### config.mk
export PLATFORM = sky130hd
export DESIGN_NAME = rsg_sequencer
export DESIGN_NICKNAME = d
export VERILOG_FILES = /design/src/hdl/rsg_pkg.sv /design/src/hdl/rsg_sequencer.sv /design/src/hdl/rsg_sync.sv
export SDC_FILE = /design/constraint.sdc
export NUM_CORES = 1
export LEC_CHECK = 0
export BUFFER_PORTS_ARGS = -buffer_cell sky130_fd_sc_hd__buf_2
export CAP_MARGIN = 10
export CORE_MARGIN = 8
export CORE_UTILIZATION = 50
export DETAILED_ROUTE_END_ITERATION = 12
export PLACE_DENSITY_LB_ADDON = 0.05
export SETUP_SLACK_MARGIN = 0.3
export SYNTH_ARGS = -nofsm -noshare
export SYNTH_HDL_FRONTEND = slang
export SYNTH_HIERARCHICAL = 1
export SYNTH_SLANG_ARGS = --single-unit
### constraint.sdc
create_clock -name CLK -period 2.38 [get_ports CLK]
set_input_delay 0.238 -clock CLK [delete_from_list [all_inputs] [get_ports CLK]]
set_output_delay 0.238 -clock CLK [all_outputs]
set_load 0.1 [all_outputs]
### src/hdl/rsg_pkg.sv
package rsg_pkg;

   // ----------------------------------------
   // Three-state select pin as sensed by the pad
   // ----------------------------------------
   typedef struct packed {
      logic floating;
      logic level;
   } rsg_pin3_t;

   typedef enum logic [1:0] {
      RSG_SEL_LOW,
      RSG_SEL_FLOAT,
      RSG_SEL_HIGH
   } rsg_sel_t;

   // Grouped reset outputs
   typedef struct packed {
      logic third_n;
      logic second_n;
      logic first_n;
   } rsg_resets_t;

   // ----------------------------------------
   // Timing
   // ----------------------------------------
   localparam int CLK_MHZ = 50;
   localparam int TICK_US = 100;
   localparam int TICK_CYCLES = TICK_US * CLK_MHZ;
   localparam int TICKS_PER_MS = 1000 / TICK_US;

   localparam int DELAY_LOW_MS = 10;
   localparam int DELAY_FLOAT_MS = 20;
   localparam int DELAY_HIGH_MS = 50;
   localparam int SECOND_MULT = 5;
   localparam int THIRD_MULT = 10;

   localparam int MANUAL_RESET_DELAY_US = 1500;
   localparam int DEBOUNCE_TICKS = MANUAL_RESET_DELAY_US / TICK_US;

   localparam int SEQ_CNT_W = 13;
   localparam int DEB_CNT_W = 5;
   localparam int DIV_CNT_W = 16;

   localparam logic [SEQ_CNT_W-1:0] BASE_LOW = SEQ_CNT_W'(DELAY_LOW_MS * TICKS_PER_MS);
   localparam logic [SEQ_CNT_W-1:0] BASE_FLOAT = SEQ_CNT_W'(DELAY_FLOAT_MS * TICKS_PER_MS);
   localparam logic [SEQ_CNT_W-1:0] BASE_HIGH = SEQ_CNT_W'(DELAY_HIGH_MS * TICKS_PER_MS);

   localparam logic [1:0] TOL_RESET = 2'h1;

endpackage : rsg_pkg

### src/hdl/rsg_sequencer.sv
// Contract
// - Supply fail drives all three reset outputs low at once.
// - After supply recovers, release first, then second, then third.
// - Released outputs stay high until new supply fail or manual reset.
// - Power-up hold equals selected delay, counted from supply in tolerance.
// - Tolerance select sampled only while supply below lowest trip level.
// - Tolerance select picks one of three trip thresholds.
// - Manual request starts a new reset cycle when outputs not held.
// - Manual reset held low forces all outputs active.
// - Manual release runs same sequenced release timed by delay select.
// - Manual reset input is debounced internally.
// - Delay select decoded as high, low or floating.
// - First output hold at least 10, 20 or 50 ms.
// - All delays come from one divider chain.
// - Second delay five times first, third ten times first.
// - Stable low manual input to outputs active in 1.0 to 2.0 ms.
`timescale 1ns/1ps
module rsg_sequencer
   import rsg_pkg::*;
#(
   parameter int TICK_CYC = TICK_CYCLES,
   parameter int DEB_TICKS = DEBOUNCE_TICKS
) (
   input wire logic CLK,
   input wire logic RSTN,
   input wire logic SUPPLY_FAIL,
   input wire logic SUPPLY_BELOW_MIN,
   input wire logic MANUAL_RESET_N,
   input wire rsg_pin3_t DELAY_SELECT,
   input wire rsg_pin3_t TOLERANCE_SELECT,
   output rsg_resets_t RESET_OUT,
   output logic [1:0] SUPPLY_TRIP_POINT
);

   // ----------------------------------------
   // Pin synchronisers
   // ----------------------------------------
   logic [6:0] pins_raw;
   logic [6:0] pins_s;
   logic fail_s;
   logic below_s;
   logic button_s;
   rsg_pin3_t delay_pin_s;
   rsg_pin3_t tol_pin_s;

   assign pins_raw = {SUPPLY_FAIL, SUPPLY_BELOW_MIN, MANUAL_RESET_N, DELAY_SELECT, TOLERANCE_SELECT};

   // Fail and below-min assumed at reset so outputs start held; button up, select pins open
   rsg_sync #(.W(7), .INIT(7'h7A)) u_sync (
      .clk(CLK),
      .rst_n(RSTN),
      .d(pins_raw),
      .q(pins_s)
   );

   assign {fail_s, below_s, button_s, delay_pin_s, tol_pin_s} = pins_s;

   // ----------------------------------------
   // Single divider chain
   // ----------------------------------------
   logic [DIV_CNT_W-1:0] div_q;
   logic tick_q;

   always_ff @(posedge CLK or negedge RSTN) begin
      if (!RSTN) begin
         div_q <= '0;
         tick_q <= 1'b0;
      end else if (div_q == DIV_CNT_W'(TICK_CYC - 1)) begin
         div_q <= '0;
         tick_q <= 1'b1;
      end else begin
         div_q <= div_q + 1'b1;
         tick_q <= 1'b0;
      end
   end

   // ----------------------------------------
   // Manual reset debounce
   // ----------------------------------------
   // Both edges need a stable run, so bounce on release cannot start two cycles
   logic button_low_q;
   logic [DEB_CNT_W-1:0] deb_q;

   always_ff @(posedge CLK or negedge RSTN) begin
      if (!RSTN) begin
         button_low_q <= 1'b0;
         deb_q <= '0;
      end else if (button_s != button_low_q) begin
         deb_q <= '0;
      end else if (tick_q) begin
         if (deb_q == DEB_CNT_W'(DEB_TICKS - 1)) begin
            button_low_q <= ~button_low_q;
            deb_q <= '0;
         end else begin
            deb_q <= deb_q + 1'b1;
         end
      end
   end

   // ----------------------------------------
   // Three-state decode
   // ----------------------------------------
   function automatic rsg_sel_t decode3(input rsg_pin3_t p);
      rsg_sel_t s;
      s = RSG_SEL_FLOAT;
      if (!p.floating) begin
         s = p.level ? RSG_SEL_HIGH : RSG_SEL_LOW;
      end
      return s;
   endfunction

   rsg_sel_t delay_sel;
   logic [SEQ_CNT_W-1:0] base_d;

   always_comb begin
      delay_sel = decode3(delay_pin_s);
      case (delay_sel)
         RSG_SEL_LOW: base_d = BASE_LOW;
         RSG_SEL_HIGH: base_d = BASE_HIGH;
         default: base_d = BASE_FLOAT;
      endcase
   end

   // ----------------------------------------
   // Tolerance latch
   // ----------------------------------------
   always_ff @(posedge CLK or negedge RSTN) begin
      if (!RSTN) begin
         SUPPLY_TRIP_POINT <= TOL_RESET;
      end else if (below_s) begin
         SUPPLY_TRIP_POINT <= decode3(tol_pin_s);
      end
   end

   // ----------------------------------------
   // Release sequence
   // ----------------------------------------
   typedef enum logic [1:0] {
      ST_HOLD,
      ST_RUN,
      ST_DONE
   } rsg_state_t;

   localparam int N_OUT = $bits(rsg_resets_t);

   rsg_state_t state_q;
   logic [SEQ_CNT_W-1:0] cnt_q;
   logic [SEQ_CNT_W-1:0] lim_q [N_OUT];
   logic [N_OUT-1:0] past_lim;
   logic hold;

   // Manual reset honoured in every state, restarting any sequence in flight
   assign hold = fail_s | button_low_q;

   always_ff @(posedge CLK or negedge RSTN) begin
      if (!RSTN) begin
         state_q <= ST_HOLD;
         cnt_q <= '0;
      end else if (hold) begin
         state_q <= ST_HOLD;
         cnt_q <= '0;
      end else begin
         case (state_q)
            ST_HOLD: begin
               state_q <= ST_RUN;
               cnt_q <= '0;
            end
            ST_RUN: begin
               // Ticks are free running, so one spare tick keeps each delay at its minimum
               if (tick_q) begin
                  cnt_q <= cnt_q + 1'b1;
               end
               if (cnt_q > lim_q[N_OUT-1]) begin
                  state_q <= ST_DONE;
               end
            end
            ST_DONE: state_q <= ST_DONE;
            default: state_q <= ST_HOLD;
         endcase
      end
   end

   // ----------------------------------------
   // Release points
   // ----------------------------------------
   // Products taken once per sequence, so no multiplier sits in the compare path
   always_ff @(posedge CLK or negedge RSTN) begin
      if (!RSTN) begin
         lim_q[0] <= BASE_FLOAT;
         lim_q[1] <= SEQ_CNT_W'(BASE_FLOAT * SECOND_MULT);
         lim_q[2] <= SEQ_CNT_W'(BASE_FLOAT * THIRD_MULT);
      end else if (state_q == ST_HOLD) begin
         // Delay select tracked while held, frozen once the sequence runs
         lim_q[0] <= base_d;
         lim_q[1] <= SEQ_CNT_W'(base_d * SECOND_MULT);
         lim_q[2] <= SEQ_CNT_W'(base_d * THIRD_MULT);
      end
   end

   // ----------------------------------------
   // Per output compare
   // ----------------------------------------
   // One counter feeds all three points, so release order cannot invert
   genvar ch;
   generate
      for (ch = 0; ch < N_OUT; ch++) begin : g_out
         assign past_lim[ch] = cnt_q > lim_q[ch];
      end
   endgenerate

   always_ff @(posedge CLK or negedge RSTN) begin
      if (!RSTN) begin
         RESET_OUT <= '0;
      end else if (hold || state_q == ST_HOLD) begin
         RESET_OUT <= '0;
      end else if (state_q == ST_DONE) begin
         RESET_OUT <= '1;
      end else begin
         RESET_OUT <= rsg_resets_t'(past_lim);
      end
   end

endmodule // rsg_sequencer

### src/hdl/rsg_sync.sv
`timescale 1ns/1ps
module rsg_sync #(
   parameter int W = 1,
   parameter logic [W-1:0] INIT = '0
) (
   input wire logic clk,
   input wire logic rst_n,
   input wire logic [W-1:0] d,
   output logic [W-1:0] q
);

   logic [W-1:0] s1_q;
   logic [W-1:0] s2_q;
   logic [W-1:0] s3_q;

   always_ff @(posedge clk or negedge rst_n) begin
      if (!rst_n) begin
         s1_q <= INIT;
         s2_q <= INIT;
         s3_q <= INIT;
      end else begin
         s1_q <= d;
         s2_q <= s1_q;
         s3_q <= s2_q;
      end
   end

   // ----------------------------------------
   // Per bit: change counts once stages agree
   // ----------------------------------------
   genvar i;
   generate
      for (i = 0; i < W; i++) begin : g_bit
         always_ff @(posedge clk or negedge rst_n) begin
            if (!rst_n) begin
               q[i] <= INIT[i];
            end else if (s2_q[i] == s3_q[i]) begin
               q[i] <= s3_q[i];
            end
         end
      end
   endgenerate

endmodule // rsg_sync

# == Word-level counts from Yosys, hierarchy flattened ==
# Cells that the tools add are included.
# totals
out_inout_bits,5
ff_bits,109
word_cells,74
inputBits,9
# classes
n_reduce_logical,7
addsub,3
n_lt_le_gt_ge,3
n_eq_ne,15
mul,2
n_bitwise,3
mux,18
# op_table
op,n
greater-than comparator 13 bit,3
two-way mux 13 bit,2
case mux 13 bit (2 select lines),1
case mux 9 bit (2 select lines),1
adder 16 x 1 -> 16 bit (second input constant),1
== test 16 x 13 -> 1 bit (second input constant),1
two-way mux 16 bit,1
two-way mux 5 bit,3
adder 13 x 1 -> 13 bit (second input constant),1
multiplier 13 x 3 -> 12 bit (second input constant),1
multiplier 13 x 3 -> 13 bit (second input constant),1
two-way mux 2 bit,6
== test 1 bit,7
two-way mux 3 bit,2
!= test 3 bit (second input constant),2
case mux 2 bit (3 select lines),1
adder 5 x 1 -> 5 bit (second input constant),1
== test 5 x 4 -> 1 bit (second input constant),1
== test 2 bit (second input constant),2
logical NOT 2 bit,2
AND reduction 3 bit,1
nonzero test 3 bit,1
== test 2 x 1 -> 1 bit (second input constant),1
inverter 1 bit,2
6 further kinds,6

# == Logic depth before layout (Yosys ltp) ==
# Gate-level depths: netlist of run 1.
# logic_depth
depth_word,5
depth_mapped,8
depth_no_buf,7

# == By module ==
# Netlist of run 1, hierarchy kept.
# by_module_without_submodules
module,n_inst,cells_each,seq_area_each_um2,area_each_um2
rsg_sequencer,1,303,1283.7,2961.6
rsg_sync,1,35,725.7,804.5

# == Least setup slack after synthesis of run 1 ==
# Ideal clock, no wire load.
# synth_timing
path_type,register to register
startpoint,"register, netlist name lim_q[20]"
endpoint,register state_q[0]
period_less_slack_ns,1.855
setup_time_ns,0.125
t_arrival_ns,1.730
path_buffers,0
setup_slack_ns,0.525
required_ns,2.255
path_stages_with_launch,8
path_cell_list,dfstp_2 inv_1 ha_1 and4_1 o21a_1 o311ai_1 nand3_1 mux2i_1
# synth_rtl
element,line_no,text
end signal: assignment,rsg_sequencer.sv:157,state_q <= ST_HOLD;
end signal: assignment,rsg_sequencer.sv:160,state_q <= ST_HOLD;
end signal: assignment,rsg_sequencer.sv:165,state_q <= ST_RUN;
end: declaration,rsg_sequencer.sv:146,rsg_state_t state_q;

==> results.py, run 1 <==
metrics = {
    "placed_design": {
        "dp_slack_ps": 299.0,
        "placedInstanceArea_um2": 3984,
        "place_congestion": 0.8231,
        "dp.final_hpwl_um": 4886,
        "portBuffers": 13,
    },
    "pwr": {
        "power_density_nw_per_um2": 762.4,
        "combPwrFrac_pct": 22.1,
        "internal-power_uw": 2233,
        "power_frac_clock_pct": 30.9,
        "p_sw_uw": 1031,
        "vdd_drop_max_uv": 535.2,
        "seqPwrFrac_pct": 47.1,
        "finalPower_uw": 3264,
        "p_leak_uw": 0.001942,
        "sw_frac_of_total_pct": 31.59,
    },
    "setup_path": {
        "path_class": "flip-flop to flip-flop",
        "path_delay_family": "flip-flops",
        "cpMaxStageDelayCell": "dfstp_2",
        "cp_cell_sequence": "inv_1 > ha_1 > and4_1 > o21a_1 > o311ai_2 > nand3_1 > mux2i_1",
        "r2r-start": "lim_q[20]",
        "rr_worst_depth": 7,
        "r2r_slack_ps": 400,
        "critical-path-max-stage-delay_ps": 540,
        "startpoint_type": "flip-flop",
        "crit_arrival_ps": 2220,
        "worstPathMaxFanout": 4,
        "cp_num_buf_inv": 1,
        "rr_endpoint": "state_q[1]",
        "critical_path_required_ps": 2620,
        "cp-end-kind": "flip-flop",
    },
    "timing": {
        "fin_setup_tns_ps": 0,
        "min_period_over_period_pct": 83.25,
        "fmax_mhz": 504.7,
        "worstMarginPinSlew_ps": 484.1,
        "rsz0062_at_grt": "no",
        "finalSetupViolations": 0,
        "final.setup_skew_ps": 6.074,
        "fin_crit_ps": 1981,
        "slew-limit-headroom_pct": 67.55,
        "fin_ws_ps": 398.6,
        "drv_slew": 0,
        "final-hold-violation-count": 0,
    },
    "cells_and_area": {
        "register_area_um2": 2009,
        "fillCellCount": 647,
        "area_growth_pct": 13.69,
        "final_nets": 411,
        "layout-drive-gt1-share_pct": 21.33,
        "multi_input_area_um2": 1675,
        "antenna_cells": 0,
        "design_area_um2": 4282,
    },
    "global_route": {
        "grt_pass1_wl_um": 11690,
        "grtUsageTotal_pct": 14.29,
        "antenna_found_initial": 0,
        "overflow": 0,
        "grt_max_degree": 45,
        "grt_pass1_vias": 2476,
    },
    "run_status": {
        "status": "finished, final reports clean",
    },
    "logic_synthesis": {
        "yosysUniqueCellTypes": 53,
        "ys_ff_latch": 79,
        "syn_area_per_cell_um2": 11.14,
        "ys_top_cells_by_count": "53 x dfrtp_1, 32 x ha_1, 27 x nand2_1, 27 x nor2_1, 26 x dfstp_2",
        "yosys.area.top_type": "dfrtp_1",
        "synth.most_common_cell": "dfrtp_1",
        "synthesis.nets": 379,
        "yosysSeqAreaShare_pct": 53.36,
        "ys_async_sr_fraction_pct": 100.0,
        "ys.flop_type": "dfrtp_1",
        "syn-cell-area_um2": 3766,
        "syn_inst": 338,
        "synth_edf_count": 0,
        "synth.top_cell.area_share_pct": 35.22,
        "synth_area_leaders": "dfrtp_1 35%, dfstp_2 18%, ha_1 11%",
        "yosysWarningCount": 6,
    },
    "min_path": {
        "hold_class": "flip-flop to flip-flop",
        "hold_path_depth": 0,
        "holdPathEnd": "u_sync/s2_q[0]",
        "hp-start": "u_sync/s1_q[0]",
    },
    "floorplanning": {
        "fp-row-count": 31,
        "die_height_um": 102.8,
        "coreArea_um2": 7292,
        "initial_core_util_pct": 51.65,
        "io_pins": 14,
        "die_x_um": 102.8,
        "dieArea_um2": 10570,
    },
    "clock_network": {
        "cts_tree": "done",
        "clkTransAtPathRegs_ps": 80,
        "htree_levels": 3,
        "cts_buffers": 9,
        "worstSkewPairLatency_ps": 350,
        "cts.sinks": 79,
        "cts_buffer_depth": 2,
        "cts_setup_buffers": 0,
        "cts-root-buf": "clkbuf_8",
    },
    "detailed_routing": {
        "vias_per_cell": 5.291,
        "wl_per_cell_um": 14.16,
        "wl_met3_um": 211,
        "wl_met1_um": 3201,
        "routed_wl_um": 6714,
        "final_antenna_net_count": 0,
        "drt_first_iter_violations": 86,
        "vias": 2508,
        "dr_wl_met2_um": 3158,
        "dr.max_layer_used": "met4",
        "post-route-drc-count": 0,
        "drt_pass1_iterations": 6,
    },
    "run": {
        "drv_cap": 0,
    },
}
through the flow:
| stage | cells | hold WS [ps] | util [%] |
|---|---|---|---|
| after floorplan | 338 | -57.59 | - |
| after global placement | 450 | 218.9 | 54.63 |
| after detailed placement | 450 | 216.1 | 54.63 |
| after CTS | 474 | 354.8 | 58.63 |
| after global routing | 474 | 362.1 | 58.72 |
| final | 474 | 349.5 | 58.72 |
cells by family after synthesis:
group / count (synthesis) / share of synthesized area [%]
simple gates: 119 / 16.94
flops: 79 / 53.36
compound gates: 54 / 8.971
fa+ha+maj: 39 / 12.72
buf+inv: 24 / 2.525
xor+xnor: 20 / 4.651
mux: 3 / 0.8306
cell usage in the layout (no fill, tap or decap), types with 2 or more instances in the layout:
master	instances
nor4_1	2
nor2b_1	4
o21ai_1	2
nand3b_1	3
maj3_2	7
dfrtp_1	53
a21o_1	2
xnor2_1	8
clkinv_4	2
dfstp_2	26
nand2b_1	2
mux2i_1	2
buf_2	12
o31ai_1	2
ha_1	32
a21oi_1	6
and3_2	2
and4b_1	2
nor3_1	6
inv_1	19
o21a_1	4
buf_4	5
a311oi_1	2
nor4_2	2
nor2_1	27
nand2_1	27
or2_2	3
o22ai_1	2
nand4_1	11
nand3_1	14
a22o_1	2
and4_1	2
nor3b_1	2
clkbuf_8	9
a31oi_1	2
xor2_1	12
or3_1	2
dlygate4sd3_1	8
o21ai_0	22
power by group through the flow:
stage	Combinational, µW	Clock [µW]	Sequential (µW)
6_report	721	1010	1540
5_1_grt	799	1100	1550
3_3_place_gp	699	0	1560
3_5_place_dp	717	0	1560
2_1_floorplan	445	0	1630
4_1_cts	730	1050	1540
registers in the layout, summed over array words and instances (netlist names):
register and count:
SUPPLY_TRIP_POINT 2, div_q 16, lim_q 8, u_sync/s3_q 7, u_sync/s1_q 7, tick_q 1, deb_q 5, u_sync/q 7
u_sync/s2_q 7, cnt_q 13, RESET_OUT 3, state_q 2, button_low_q 1
worst max path at each step:
stage                   start          to  slack [ps]  cells past startpoint
detailed placement  lim_q[20]  state_q[0]         300                      7
global route        lim_q[20]  state_q[0]         300                      7
global placement    lim_q[20]  state_q[1]         380                      7
finish              lim_q[20]  state_q[1]         400                      7
floorplan           lim_q[20]  state_q[0]         530                      7
CTS                 lim_q[20]  state_q[1]         390                      7
layout make-up:
cell class | instances | share of cell area (%)
flip-flops and latches | 79 | 46.93
clock inverters | 7 | 1.870
inverters | 19 | 1.666
multi-input cells | 235 | 39.13
clock buffers | 9 | 2.893
repair buffers | 26 | 4.617
well taps | 99 | 2.893
what timing repair did:
action,CTS,global route
hold buffers,8,0
setup endpoints to repair,2,2
cloned,0,0
resized for setup,1,1
endpoints found under the hold margin,24,0
metal layers:
metal | GRT usage (%) | up-vias
li1 | - | 1260
met5 | 0 | -
met4 | 7.119 | 0
met2 | 22.73 | 36
met3 | 3.376 | 12
met1 | 17.87 | 1200
Note: power is estimated with default switching activity, not from simulation.
==> run 2, diff against run 1 <==
--- a/config.mk
+++ b/config.mk
@@ -5,6 +5,7 @@
 export SDC_FILE = /design/constraint.sdc
 export NUM_CORES = 1
 export LEC_CHECK = 0
+export ABC_AREA = 1
 export BUFFER_PORTS_ARGS = -buffer_cell sky130_fd_sc_hd__buf_2
 export CAP_MARGIN = 10
 export CORE_MARGIN = 8
==> constraint.sdc (replaced) <==
create_clock -name CLK -period 2 [get_ports CLK]
set_input_delay 0.2 -clock CLK [delete_from_list [all_inputs] [get_ports CLK]]
set_output_delay 0.2 -clock CLK [all_outputs]
set_load 0.1 [all_outputs]
==> run 2 against run 1 <==
Compared with the run above:
- power is 31% higher
- routed wire length increased by 25%
- clock-buffer cell count rose by 2
- global-route usage grew 1.6 points
- die area rose by 8.3%
- sequential share of layout area shrank 4.6 points
- final area rose by 11%
- core utilization is 0.40 points lower
- critical path type unchanged
- largest cell class unchanged
==> results.py, run 2 <==
metrics = {
    "timing": {
        "fin_crit_ps": 1710,
        "final-hold-violation-count": 0,
        "worstMarginPinSlew_ps": 494.5,
        "final.setup_skew_ps": 13.07,
        "fin_ws_ps": 290.4,
        "fin_setup_tns_ps": 0,
        "fmax_mhz": 584.9,
        "finalSetupViolations": 0,
        "rsz0062_at_grt": "yes",
        "min_period_over_period_pct": 85.48,
        "slew-limit-headroom_pct": 67.26,
        "drv_slew": 0,
    },
    "detailed_routing": {
        "vias_per_cell": 5.027,
        "final_antenna_net_count": 0,
        "drt_pass1_iterations": 4,
        "post-route-drc-count": 0,
        "wl_per_cell_um": 13.48,
        "vias": 3117,
        "drt_first_iter_violations": 161,
        "routed_wl_um": 8359,
    },
    "cells_and_area": {
        "post-route-util_pct": 58.31,
        "final_common_cell": "nand2_1",
        "reg_top3": "div_q (16), cnt_q (13), lim_q (8)",
        "design_area_um2": 4743,
        "final_nets": 551,
        "largest_reg_flops": 16,
        "layout-drive-gt1-share_pct": 20.58,
        "regMostFlops": "div_q",
        "area_growth_pct": 14.60,
        "most-common-layout-cells": "87 x nand2_1, 67 x inv_1, 53 x dfrtp_1",
        "antenna_cells": 0,
    },
    "setup_path": {
        "crit_arrival_ps": 1950,
        "path_class": "flip-flop to flip-flop",
        "cp-end-kind": "flip-flop",
        "critical_path_required_ps": 2240,
        "startpoint_type": "flip-flop",
        "worstPathMaxFanout": 5,
    },
    "global_route": {
        "grtUsageTotal_pct": 15.87,
        "overflow": 0,
        "antenna_found_initial": 0,
        "grt_max_degree": 51,
        "grt_pass1_vias": 3142,
        "grt_pass1_wl_um": 14350,
    },
    "pwr": {
        "finalPower_uw": 4274,
        "vdd_drop_max_uv": 573.6,
        "power_density_nw_per_um2": 901.1,
        "p_leak_uw": 0.002284,
    },
    "placed_design": {
        "dp_slack_ps": 307.3,
        "dp.final_hpwl_um": 6096,
        "place_congestion": 0.8884,
        "portBuffers": 13,
        "placedInstanceArea_um2": 4365,
    },
    "logic_synthesis": {
        "synth_edf_count": 0,
        "ys_ff_latch": 79,
        "yosysWarningCount": 6,
        "syn_inst": 476,
        "synthesis.nets": 517,
        "yosys-mux-area-fraction_pct": 0,
        "syn_area_per_cell_um2": 8.695,
        "yosys.area.top_type": "dfrtp_1",
        "synth.most_common_cell": "nand2_1",
        "ys_async_sr_fraction_pct": 100.0,
        "synth-adder-area-share_pct": 9.674,
        "synth.top_cell.area_share_pct": 32.04,
        "synth-compound-area-share_pct": 7.104,
        "ys.flop_type": "dfrtp_1",
        "synth-xor-area-share_pct": 2.328,
        "yosys.area_share.simple_pct": 24.73,
        "synth_area_leaders": "dfrtp_1 32%, dfstp_2 17%, ha_1 9.7%",
        "synth_top_family_by_area": "simple AND/OR/NAND/NOR gates",
        "yosysSeqAreaShare_pct": 48.55,
        "yosysUniqueCellTypes": 29,
        "ys_top_cells_by_count": "89 x nand2_1, 69 x inv_1, 53 x dfrtp_1, 45 x nor2_1, 32 x ha_1",
        "syn-cell-area_um2": 4139,
    },
    "min_path": {
        "hold_class": "primary input to async pin",
    },
    "run": {
        "drv_cap": 0,
    },
    "floorplanning": {
        "die_height_um": 107.0,
        "die_x_um": 107.0,
        "initial_core_util_pct": 50.88,
        "coreArea_um2": 8134,
        "dieArea_um2": 11450,
        "fp-row-count": 33,
        "io_pins": 14,
    },
    "clock_network": {
        "cts.sinks": 79,
        "cts-root-buf": "clkbuf_8",
        "cts_setup_buffers": 0,
        "htree_levels": 3,
        "cts_buffers": 9,
        "worstSkewPairLatency_ps": 350,
        "clkTransAtPathRegs_ps": 80,
        "cts_buffer_depth": 2,
        "cts_tree": "done",
    },
    "run_status": {
        "status": "finished, final reports clean",
    },
}
[run 2: cell types whose count changed after synthesis, moves of 15 or more]
cell	before	now
inv_1	19	69
a21oi_1	6	30
inv_2	0	15
nand2_1	27	89
nand3_1	14	29
nor2_1	27	45
[run 2: cell families (layout without fill, tap and decap cells)]
logic type / Yosys count / after routing
AND/OR/NAND/NOR: 215 / 215
buffers and inverters: 84 / 123
flip-flops: 79 / 79
AO/OA/AOI/OAI: 55 / 55
adder cells (fa/ha/maj): 32 / 32
XOR/XNOR: 11 / 11
[run 2: stage by stage]
stage / cells / hold slack (ps)
global route: 620 / 349.4
detailed placement: 596 / 162.4
floorplan: 476 / -95.59
CTS: 620 / 322.2
finish: 620 / 325.9
global placement: 596 / 161.2
[run 2: layer usage]
metal	GRT usage (%)	wire, µm	up-vias	part of all wire (%)
met5	0	0	-	0
li1	-	-	1589	-
met3	5.039	317	8	3.8
met2	25.84	4022	51	48
met4	5.729	116	0	1.4
met1	19.32	3901	1469	47
[run 2: where the power goes]
| group | switching, µW | internal (µW) | leakage (µW) | total (µW) |
|---|---|---|---|---|
| Sequential | 70.8 | 1780 | 0.000972 | 1850 |
| Clock | 574 | 738 | 0.000110 | 1310 |
| Combinational | 769 | 347 | 0.00120 | 1120 |
[run 2: layout make-up]
type                    instances  area (µm²)
fillers                       738        3391
flip-flops and latches         79        2009
multi-input cells             313        1889
inverters                      84       315.3
repair buffers                 23       175.2
clock buffers                  11       141.4
well taps                     105       131.4
clock inverters                 5       81.33
[run 2: path summary, 6_finish.rpt]
path / start / endpoint / slack (ps) / cells after the start
worst max-delay path: lim_q[22] / state_q[1] / 290 / 9
worst min-delay path: RSTN / cnt_q[10] / 330 / 2
worst max register to register: lim_q[22] / state_q[1] / 290 / 9
worst min register to register: u_sync/s1_q[0] / u_sync/s2_q[0] / 360 / 0
max in group asynchronous: RSTN / u_sync/s1_q[1] / 1010 / 3
min in group CLK: u_sync/s1_q[0] / u_sync/s2_q[0] / 360 / 0
[run 2: critical path: stages (launching register included)]
cell,delay (ps)
dfstp_2,520
inv_1,120
ha_4,300
nand2_1,60
nor3_1,180
nand4_1,130
nand2_2,120
nand2_1,70
nand2_1,60
nand2_1,50
[run 2: repair_timing]
action	CTS	global route
endpoints found under the setup margin	2	7
endpoints found under the hold margin	27	0
gates resized for setup	2	12
hold buffers	8	0
pin swaps	0	2
cloned	0	0
